## src/fcs_pkg.sv

```systemverilog
// Purpose: shared constants and types for the flash command host
// Assumes: byte-wide asynchronous flash with a 17-bit address
// Notes: register offsets are byte addresses on the Avalon-MM slave
package fcs_pkg;
  // clock and bus-cycle timing
  localparam int CLK_PERIOD_NS = 10;
  localparam int T_SETUP_NS = 20;
  localparam int T_STROBE_NS = 70;
  localparam int T_CMD_GAP_US = 50;
  localparam int SETUP_CYC = (T_SETUP_NS + CLK_PERIOD_NS - 1) / CLK_PERIOD_NS;
  localparam int STROBE_CYC = (T_STROBE_NS + CLK_PERIOD_NS - 1) / CLK_PERIOD_NS;
  // longest gap rounds down
  localparam int CMD_GAP_CYC_DFLT = (T_CMD_GAP_US * 1000) / CLK_PERIOD_NS;

  typedef logic [16:0] fcs_addr_t;
  typedef logic [7:0] fcs_byte_t;

  // unlock addresses and command bytes
  localparam fcs_addr_t UNLOCK_ADDR_1 = 17'h00555;
  localparam fcs_addr_t UNLOCK_ADDR_2 = 17'h002AA;
  localparam fcs_addr_t ANY_ADDR = 17'h00000;
  localparam fcs_byte_t UNLOCK_DATA_1 = 8'hAA;
  localparam fcs_byte_t UNLOCK_DATA_2 = 8'h55;
  localparam fcs_byte_t CMD_AUTOSEL = 8'h90;
  localparam fcs_byte_t CMD_PROGRAM = 8'hA0;
  localparam fcs_byte_t CMD_ERASE_SETUP = 8'h80;
  localparam fcs_byte_t CMD_CHIP_ERASE = 8'h10;
  localparam fcs_byte_t CMD_SECTOR_ERASE = 8'h30;
  localparam fcs_byte_t CMD_SUSPEND = 8'hB0;
  localparam fcs_byte_t CMD_RESUME = 8'h30;
  localparam fcs_byte_t CMD_RESET = 8'hF0;

  // register map
  localparam logic [4:0] REG_CTRL = 5'h00;
  localparam logic [4:0] REG_ADDR = 5'h04;
  localparam logic [4:0] REG_WDATA = 5'h08;
  localparam logic [4:0] REG_STATUS = 5'h0C;
  localparam logic [4:0] REG_RDATA = 5'h10;
  // status bit positions
  localparam int ST_BUSY = 0;
  localparam int ST_SUSP = 1;
  localparam int ST_AUTOSEL = 2;
  localparam int ST_REFUSED = 3;
  // reset values
  localparam fcs_addr_t RST_ADDR = 17'h00000;
  localparam fcs_byte_t RST_BYTE = 8'h00;

  // operations software can order
  typedef enum logic [3:0] {
    OP_READ, OP_RESET, OP_AUTOSEL, OP_PROGRAM, OP_CHIP_ERASE,
    OP_SECTOR_ERASE, OP_SECTOR_ADD, OP_SUSPEND, OP_RESUME
  } fcs_op_t;

  // one flash bus cycle
  typedef struct packed {
    logic wr;
    fcs_addr_t addr;
    fcs_byte_t data;
  } fcs_cyc_req_t;

  // flash pins driven by the host
  typedef struct packed {
    logic ce_n;
    logic oe_n;
    logic we_n;
    fcs_addr_t addr;
    fcs_byte_t dq_o;
    logic dq_oe;
  } fcs_pins_t;
endpackage : fcs_pkg

```

## src/fcs_cycle.sv

```systemverilog
// Purpose: one asynchronous flash read or write bus cycle
// Assumes: dq_i is synchronous to clk
// Notes: address and data stay stable across the whole strobe
`timescale 1ns/1ps
module fcs_cycle #(
  parameter int SETUP_N = fcs_pkg::SETUP_CYC,
  parameter int STROBE_N = fcs_pkg::STROBE_CYC
) (
  input wire logic clk,
  input wire logic rst,
  input wire logic req_valid,
  input fcs_pkg::fcs_cyc_req_t req,
  input wire logic [7:0] dq_i,
  output fcs_pkg::fcs_pins_t pins,
  output logic done,
  output logic [7:0] rdata
);
  import fcs_pkg::*;

  typedef enum logic [1:0] {C_IDLE, C_SETUP, C_STROBE, C_HOLD} fcs_cyc_state_t;
  fcs_cyc_state_t state_reg;
  logic [7:0] cnt_reg;
  logic wr_reg;

  // phase sequencing and pin drive
  always_ff @(posedge clk or posedge rst) begin
    if (rst) begin
      state_reg <= C_IDLE;
      cnt_reg <= 8'h00;
      wr_reg <= 1'b0;
      pins <= '{ce_n: 1'b1, oe_n: 1'b1, we_n: 1'b1, addr: RST_ADDR, dq_o: RST_BYTE, dq_oe: 1'b0};
      done <= 1'b0;
    end else begin
      done <= 1'b0;
      unique case (state_reg)
        C_IDLE: begin
          if (req_valid) begin
            wr_reg <= req.wr;
            pins.ce_n <= 1'b0;
            pins.addr <= req.addr;
            pins.dq_o <= req.data;
            pins.dq_oe <= req.wr;
            cnt_reg <= 8'(SETUP_N - 1);
            state_reg <= C_SETUP;
          end
        end
        C_SETUP: begin
          if (cnt_reg == 8'h00) begin
            pins.we_n <= ~wr_reg;
            pins.oe_n <= wr_reg;
            cnt_reg <= 8'(STROBE_N - 1);
            state_reg <= C_STROBE;
          end else begin
            cnt_reg <= cnt_reg - 8'h01;
          end
        end
        C_STROBE: begin
          if (cnt_reg == 8'h00) begin
            pins.we_n <= 1'b1; // data held past the rising strobe
            pins.oe_n <= 1'b1;
            state_reg <= C_HOLD;
          end else begin
            cnt_reg <= cnt_reg - 8'h01;
          end
        end
        C_HOLD: begin
          pins.ce_n <= 1'b1;
          pins.dq_oe <= 1'b0;
          done <= 1'b1;
          state_reg <= C_IDLE;
        end
      endcase
    end
  end

  // read data sampled at the end of the output strobe
  always_ff @(posedge clk or posedge rst) begin
    if (rst) begin
      rdata <= RST_BYTE;
    end else if (state_reg == C_STROBE && cnt_reg == 8'h00 && !wr_reg) begin
      rdata <= dq_i;
    end
  end
endmodule : fcs_cycle

```

## src/fcs_host.sv

```systemverilog
// Purpose: host controller issuing flash command sequences from software orders
// Assumes: flash data inputs synchronous to clk; Avalon-MM slave with waitrequest
// Notes: one order runs at a time; status polling is left to software via read orders
//
// Our own choices: the register offsets and the Avalon-MM slave port.
`timescale 1ns/1ps
// Behaviour
// - host may program bytes while suspended
// - single reset write returns to array read
// - autoselect is two unlock writes and a command write, then read
// - erase is six writes, last selects kind
// - host keeps command cycle gap below 50 us
module fcs_host #(
  parameter int CMD_GAP_CYC = fcs_pkg::CMD_GAP_CYC_DFLT
) (
  input wire logic clk,
  input wire logic rst,
  input wire logic [4:0] avs_address,
  input wire logic avs_read,
  input wire logic avs_write,
  input wire logic [31:0] avs_writedata,
  output logic [31:0] avs_readdata,
  output logic avs_waitrequest,
  output fcs_pkg::fcs_pins_t flash_pins,
  input wire logic [7:0] flash_dq_i
);
  import fcs_pkg::*;

  typedef enum logic [1:0] {S_IDLE, S_ISSUE, S_WAIT} fcs_seq_state_t;

  // number of bus cycles in each order
  function automatic logic [2:0] op_len(fcs_op_t op);
    unique case (op)
      OP_AUTOSEL, OP_PROGRAM: op_len = 3'h4;
      OP_CHIP_ERASE, OP_SECTOR_ERASE: op_len = 3'h6;
      default: op_len = 3'h1;
    endcase
  endfunction : op_len

  // bus cycle for one step of an order
  function automatic fcs_cyc_req_t step_req(fcs_op_t op, logic [2:0] step, fcs_addr_t ua, fcs_byte_t ud);
    step_req = '{wr: 1'b1, addr: UNLOCK_ADDR_1, data: UNLOCK_DATA_1};
    unique case (op)
      OP_READ: step_req = '{wr: 1'b0, addr: ua, data: RST_BYTE};
      OP_RESET: step_req = '{wr: 1'b1, addr: ANY_ADDR, data: CMD_RESET};
      OP_SECTOR_ADD: step_req = '{wr: 1'b1, addr: ua, data: CMD_SECTOR_ERASE};
      OP_SUSPEND: step_req = '{wr: 1'b1, addr: ANY_ADDR, data: CMD_SUSPEND};
      OP_RESUME: step_req = '{wr: 1'b1, addr: ANY_ADDR, data: CMD_RESUME};
      default: begin
        if (step == 3'h1 || step == 3'h4) begin
          step_req = '{wr: 1'b1, addr: UNLOCK_ADDR_2, data: UNLOCK_DATA_2};
        end else if (step == 3'h2) begin
          step_req.data = (op == OP_AUTOSEL) ? CMD_AUTOSEL : (op == OP_PROGRAM) ? CMD_PROGRAM : CMD_ERASE_SETUP;
        end else if (step == 3'h3 && op == OP_AUTOSEL) begin
          step_req = '{wr: 1'b0, addr: ua, data: RST_BYTE};
        end else if (step == 3'h3 && op == OP_PROGRAM) begin
          step_req = '{wr: 1'b1, addr: ua, data: ud};
        end else if (step == 3'h5) begin
          // chip erase stays at the unlock address, sector erase names the sector
          step_req.data = (op == OP_CHIP_ERASE) ? CMD_CHIP_ERASE : CMD_SECTOR_ERASE;
          step_req.addr = (op == OP_CHIP_ERASE) ? UNLOCK_ADDR_1 : ua;
        end
      end
    endcase
  endfunction : step_req

  fcs_seq_state_t state_reg;
  fcs_op_t op_reg;
  logic [2:0] step_reg;
  fcs_addr_t uaddr_reg;
  fcs_byte_t udata_reg;
  fcs_byte_t rdata_reg;
  logic susp_reg;
  logic autosel_reg;
  logic refused_reg;
  logic req_valid_reg;
  fcs_cyc_req_t req_reg;
  logic cyc_done;
  logic [7:0] cyc_rdata;
  logic bus_wr;
  logic ctrl_wr;
  logic op_ok;
  logic start;
  logic seq_end;

  // an access completes at the edge where waitrequest is seen low
  assign bus_wr = avs_write && !avs_waitrequest;
  assign ctrl_wr = bus_wr && avs_address == REG_CTRL;
  assign op_ok = avs_writedata[3:0] <= 4'(OP_RESUME);
  assign start = ctrl_wr && state_reg == S_IDLE && op_ok;
  assign seq_end = state_reg == S_WAIT && cyc_done && step_reg == op_len(op_reg) - 3'h1;

  // waitrequest drops for one cycle, answering each access at its second edge
  always_ff @(posedge clk or posedge rst) begin
    if (rst) begin
      avs_waitrequest <= 1'b1;
    end else begin
      avs_waitrequest <= !((avs_read || avs_write) && avs_waitrequest);
    end
  end

  // read data registered at the first edge, standing at the accepting edge
  always_ff @(posedge clk or posedge rst) begin
    if (rst) begin
      avs_readdata <= 32'h00000000;
    end else if (avs_read && avs_waitrequest) begin
      unique case (avs_address)
        REG_CTRL: avs_readdata <= {28'h0000000, op_reg};
        REG_ADDR: avs_readdata <= {15'h0000, uaddr_reg};
        REG_WDATA: avs_readdata <= {24'h000000, udata_reg};
        REG_STATUS: avs_readdata <= {28'h0000000, refused_reg, autosel_reg, susp_reg, state_reg != S_IDLE};
        REG_RDATA: avs_readdata <= {24'h000000, rdata_reg};
        default: avs_readdata <= 32'h00000000; // unmapped reads zero
      endcase
    end
  end

  // address and data holding registers for the next order
  always_ff @(posedge clk or posedge rst) begin
    if (rst) begin
      uaddr_reg <= RST_ADDR;
      udata_reg <= RST_BYTE;
    end else if (bus_wr && avs_address == REG_ADDR) begin
      uaddr_reg <= avs_writedata[16:0];
    end else if (bus_wr && avs_address == REG_WDATA) begin
      udata_reg <= avs_writedata[7:0];
    end
  end

  // sticky refusal of orders while busy or with an unknown code; set beats clear
  always_ff @(posedge clk or posedge rst) begin
    if (rst) begin
      refused_reg <= 1'b0;
    end else if (ctrl_wr && !start) begin
      refused_reg <= 1'b1;
    end else if (bus_wr && avs_address == REG_STATUS && avs_writedata[ST_REFUSED]) begin
      refused_reg <= 1'b0;
    end
  end

  // order sequencer: issue each bus cycle once the previous one is done,
  // passing through S_ISSUE between cycles
  always_ff @(posedge clk or posedge rst) begin
    if (rst) begin
      state_reg <= S_IDLE;
      op_reg <= OP_READ;
      step_reg <= 3'h0;
    end else begin
      unique case (state_reg)
        S_IDLE: begin
          if (start) begin
            op_reg <= fcs_op_t'(avs_writedata[3:0]);
            step_reg <= 3'h0;
            state_reg <= S_ISSUE;
          end
        end
        S_ISSUE: state_reg <= S_WAIT;
        S_WAIT: begin
          if (seq_end) begin
            state_reg <= S_IDLE;
          end else if (cyc_done) begin
            step_reg <= step_reg + 3'h1;
            state_reg <= S_ISSUE;
          end
        end
      endcase
    end
  end

  always_ff @(posedge clk or posedge rst) begin
    if (rst) begin
      req_valid_reg <= 1'b0;
      req_reg <= '{wr: 1'b0, addr: RST_ADDR, data: RST_BYTE};
    end else begin
      req_valid_reg <= state_reg == S_ISSUE;
      req_reg <= step_req(op_reg, step_reg, uaddr_reg, udata_reg);
    end
  end

  always_ff @(posedge clk or posedge rst) begin
    if (rst) begin
      susp_reg <= 1'b0;
      autosel_reg <= 1'b0;
    end else if (seq_end) begin
      if (op_reg == OP_SUSPEND) begin
        susp_reg <= 1'b1;
      end else if (op_reg == OP_RESUME) begin
        susp_reg <= 1'b0;
      end
      if (op_reg == OP_AUTOSEL) begin
        autosel_reg <= 1'b1;
      end else if (op_reg == OP_RESET) begin
        autosel_reg <= 1'b0;
      end
    end
  end

  // last byte read from the flash (array, status or identification)
  always_ff @(posedge clk or posedge rst) begin
    if (rst) begin
      rdata_reg <= RST_BYTE;
    end else if (seq_end && (op_reg == OP_READ || op_reg == OP_AUTOSEL)) begin
      rdata_reg <= cyc_rdata;
    end
  end

  fcs_cycle #(
    .SETUP_N(SETUP_CYC),
    .STROBE_N(STROBE_CYC)
  ) u_cycle (
    .clk(clk),
    .rst(rst),
    .req_valid(req_valid_reg),
    .req(req_reg),
    .dq_i(flash_dq_i),
    .pins(flash_pins),
    .done(cyc_done),
    .rdata(cyc_rdata)
  );

  // cycles since the current bus cycle was issued; a stuck cycle stretches the command gap
  logic [15:0] gap_cnt_reg;
  always_ff @(posedge clk or posedge rst) begin
    if (rst) begin
      gap_cnt_reg <= 16'h0000;
    end else if (req_valid_reg || state_reg == S_IDLE) begin
      gap_cnt_reg <= 16'h0000;
    end else begin
      gap_cnt_reg <= gap_cnt_reg + 16'h0001;
    end
  end

  localparam int SEQ_BOUND = 40;
endmodule : fcs_host

```

## config.mk

```make
export PLATFORM = sky130hd
export DESIGN_NAME = fcs_host
export DESIGN_NICKNAME = d
export VERILOG_FILES = /design/src/fcs_pkg.sv /design/src/fcs_cycle.sv /design/src/fcs_host.sv
export SDC_FILE = /design/constraint.sdc
export NUM_CORES = 1
export LEC_CHECK = 0
export BUFFER_PORTS_ARGS = -buffer_cell sky130_fd_sc_hd__clkbuf_2
export CAP_MARGIN = 20
export CORE_UTILIZATION = 50
export CTS_CLUSTER_SIZE = 10
export DETAILED_ROUTE_END_ITERATION = 10
export PLACE_DENSITY = 0.81
export SLEW_MARGIN = 15
export SYNTH_ARGS = -nofsm -noshare
export SYNTH_HDL_FRONTEND = slang
export SYNTH_SLANG_ARGS = --single-unit
```

## constraint.sdc

```tcl
create_clock -name clk -period 4.4 [get_ports clk]
set_clock_uncertainty 0.2 [all_clocks]
set_input_delay 0.66 -clock clk [delete_from_list [all_inputs] [get_ports clk]]
set_output_delay 0.66 -clock clk [all_outputs]
set_load 0.03 [all_outputs]
```

==> metrics.txt <==
drt first pass iters=4; post-synthesis simple-gate area fraction=0.113; total grt overflow=0; number of flops mapped to enable cells by yosys=0; PD cells=between 300 and 400 nW/µm²; final slew viol count=0; commonest register cell after synthesis=dfrtp_1; number of remaining DRC errors=0; mux contribution to synthesized area=0.138; Slew @ Worst Pin=around 800 ps; Post-Synth Adder-Cell Area=0.0259; initial antenna violation count=0; fin nets=677; main combinational cell family by area after synthesis=multiplexers; max_cap viols=0; Async SR Flop Fraction=1.00; crit path max fanout=19; RR Endpoint=rdata_reg[2]; IO Port Bufs=80; clock root buffer=clkbuf_16; Hold-fix buffers, CTS=0; CTS Buf Count=17; Critical Path End Type=flip-flop; Clock H-tree levels=4; Core Footprint=12200 µm²; Total GRT Usage=0.227; RSZ-0062 raised after global routing=false; startpoint types=flip-flop; headroom to the max-slew limit=0.465; complex-gate fraction of the synthesized area=0.120; CP max-delay cell=dfrtp_1; Yosys reg bits=between 100 and 150; clk_lat worst skew=around 410 ps; max incr delay on CP=740 ps; Worst Hold Class=primary input to asynchronous set/reset pin; Largest register FFs=29; Clock transition at path regs=60 ps; worst vdd ir=~0.23 mV; Syn Inst Count=534; first-pass GRT wire length=around 22 mm; final setup violation count=0; Mapped Avg Cell Area=approximately 12 µm²; largest net degree at the start of global routing=79; CTS tree=done; gpl congestion=~0.87; number of global-route vias before repair=roughly 4400; Fin Setup TNS=0 ps; CP endpoint=rdata_reg[2]; share of cells above drive strength 1=0.303; cts repair resizes=0; synthesis-to-finish area growth=17.5%; Leakage=between 0.003 and 0.004 µW; fin crit period=between 2000 and 3000 ps; Layout Cells excl Fill=about 800; crit path cell chain=nor3b_4, and3_1, o2111ai_2, or4_1, mux2_4; Post-Syn Area=6290 µm²; I/O pins=111; clk sinks=between 100 and 150; Synth warnings=0; Die H=between 100 and 150 µm; clock buffer depth=2; outcome=finished clean; Max Clk Rate=334 MHz; full die area=13000 µm²; Starting Density=0.517; Post-CTS Setup Repair Bufs=0; period utilization=0.680; number of antenna diodes=0; crit path from=op_reg[1]; register area share after synthesis=0.554; fraction of synthesized cell area in xor and xnor cells=0.00696; Critical Path RT=4490 ps; reg2reg start=op_reg[1]; DR vias/cell=between 5 and 6; endpoints failing hold=0; row count=40; WL/cell=17.3 µm; initial detailed-routing violation count=407; number of placed cells counting well taps=between 700 and 800; Netlist cell types=66; critical path class=flip-flop to flip-flop; hpwl dp=about 9.5 mm; DR vias=~4500; reg2reg setup slack=approximately 1400 ps; final WL=between 10 and 15 mm; Routed Antenna Nets=0; die width=approximately 110 µm; worst reg-to-reg path cell count=5; Critical Path AT=~3000 ps
-- cells by family (layout without fill, tap and decap cells) --
group,after synthesis,after routing
AOI/OAI and AO/OA,111,111
xor gates and xnor gates,5,5
adders and majority gates,13,13
buffers and inverters,51,130
DFF,139,139
muxes,75,75
other,1,15
and+or+nand+nor,139,139
-- per-layer routing --
layer  track usage  wire [µm]
met2         0.364       6810
met3        0.0577        729
met5             0          0
met4        0.0771        202
met1         0.302       6030
-- critical path, delay by kind of cell, from the launching register on --
kind | cells | cell delay (ps)
multiplexers | 1 | 390
AO/OA/AOI/OAI | 1 | 220
flip-flops | 1 | 740
AND/OR/NAND/NOR | 3 | 1320
-- worst min path at each step --
stage	start	endpoint	cells after the start
6_report	rst	u_cycle.cnt_reg[0]	2
3_3_place_gp	req_reg[21]	u_cycle.pins[22]	1
4_1_cts	rst	u_cycle.state_reg[0]	2
5_1_grt	rst	u_cycle.pins[4]	2
3_5_place_dp	req_reg[15]	u_cycle.pins[16]	1
2_1_floorplan	req_reg[12]	u_cycle.pins[13]	1
-- synth_stat cells (all sizes together), types with 5 or more instances --
cell type,instances,area share
ha,13,0.026
a21oi,19,0.015
o31ai,5,0.0060
buf,21,0.024
nand2,49,0.029
mux2,72,0.13
o21a,12,0.014
a21o,10,0.012
a211oi,5,0.0060
clkbuf,14,0.0084
nor2,28,0.018
and3,8,0.0080
nor3,8,0.0072
nand3,10,0.0080
inv,16,0.0095
o21ai,29,0.023
dfrtp,135,0.54
and2,6,0.0060
-- power breakdown --
part	internal [µW]	switching [µW]	total (µW)
Combinational	44.1	77.2	121
Clock	915	512	1430
Sequential	1320	39.9	1360
Total	2280	629	2900
-- metrics by stage --
step / area [µm²] / worst slack [ps] / power, µW / utilization / hold WS (ps)
2_1_floorplan: 6350 / 1810 / 1450 / - / 256
3_3_place_gp: 6790 / 1510 / 1490 / 0.558 / 259
3_5_place_dp: 6790 / 1440 / 1500 / 0.558 / 267
4_1_cts: 7390 / 1430 / 2930 / 0.608 / 8.15
5_1_grt: 7390 / 1280 / 3010 / 0.608 / 20.9
6_report: 7390 / 1410 / 2900 / 0.608 / 15.3
-- layout by cell type (no fill, tap or decap), types with 13 or more instances in the layout --
master	Yosys	layout
clkbuf_2	0	80
dfrtp_1	135	135
a21oi_1	19	19
ha_1	13	13
inv_1	15	14
nand2_1	49	48
mux2_2	56	56
o21ai_0	22	22
conb_1	1	15
nor2_1	27	27
clkbuf_16	0	17
-- layout make-up --
| class | instances | area [µm²] |
|---|---|---|
| Tap cell | 168 | 210 |
| Clock buffer | 20 | 457 |
| Multi-Input combinational cell | 358 | 2600 |
| Fill cell | 937 | 4770 |
| Inverter | 16 | 63.8 |
| Sequential cell | 139 | 3480 |
| Timing Repair Buffer | 83 | 435 |
| Clock inverter | 11 | 145 |
Power figures use the tool's default switching activity.
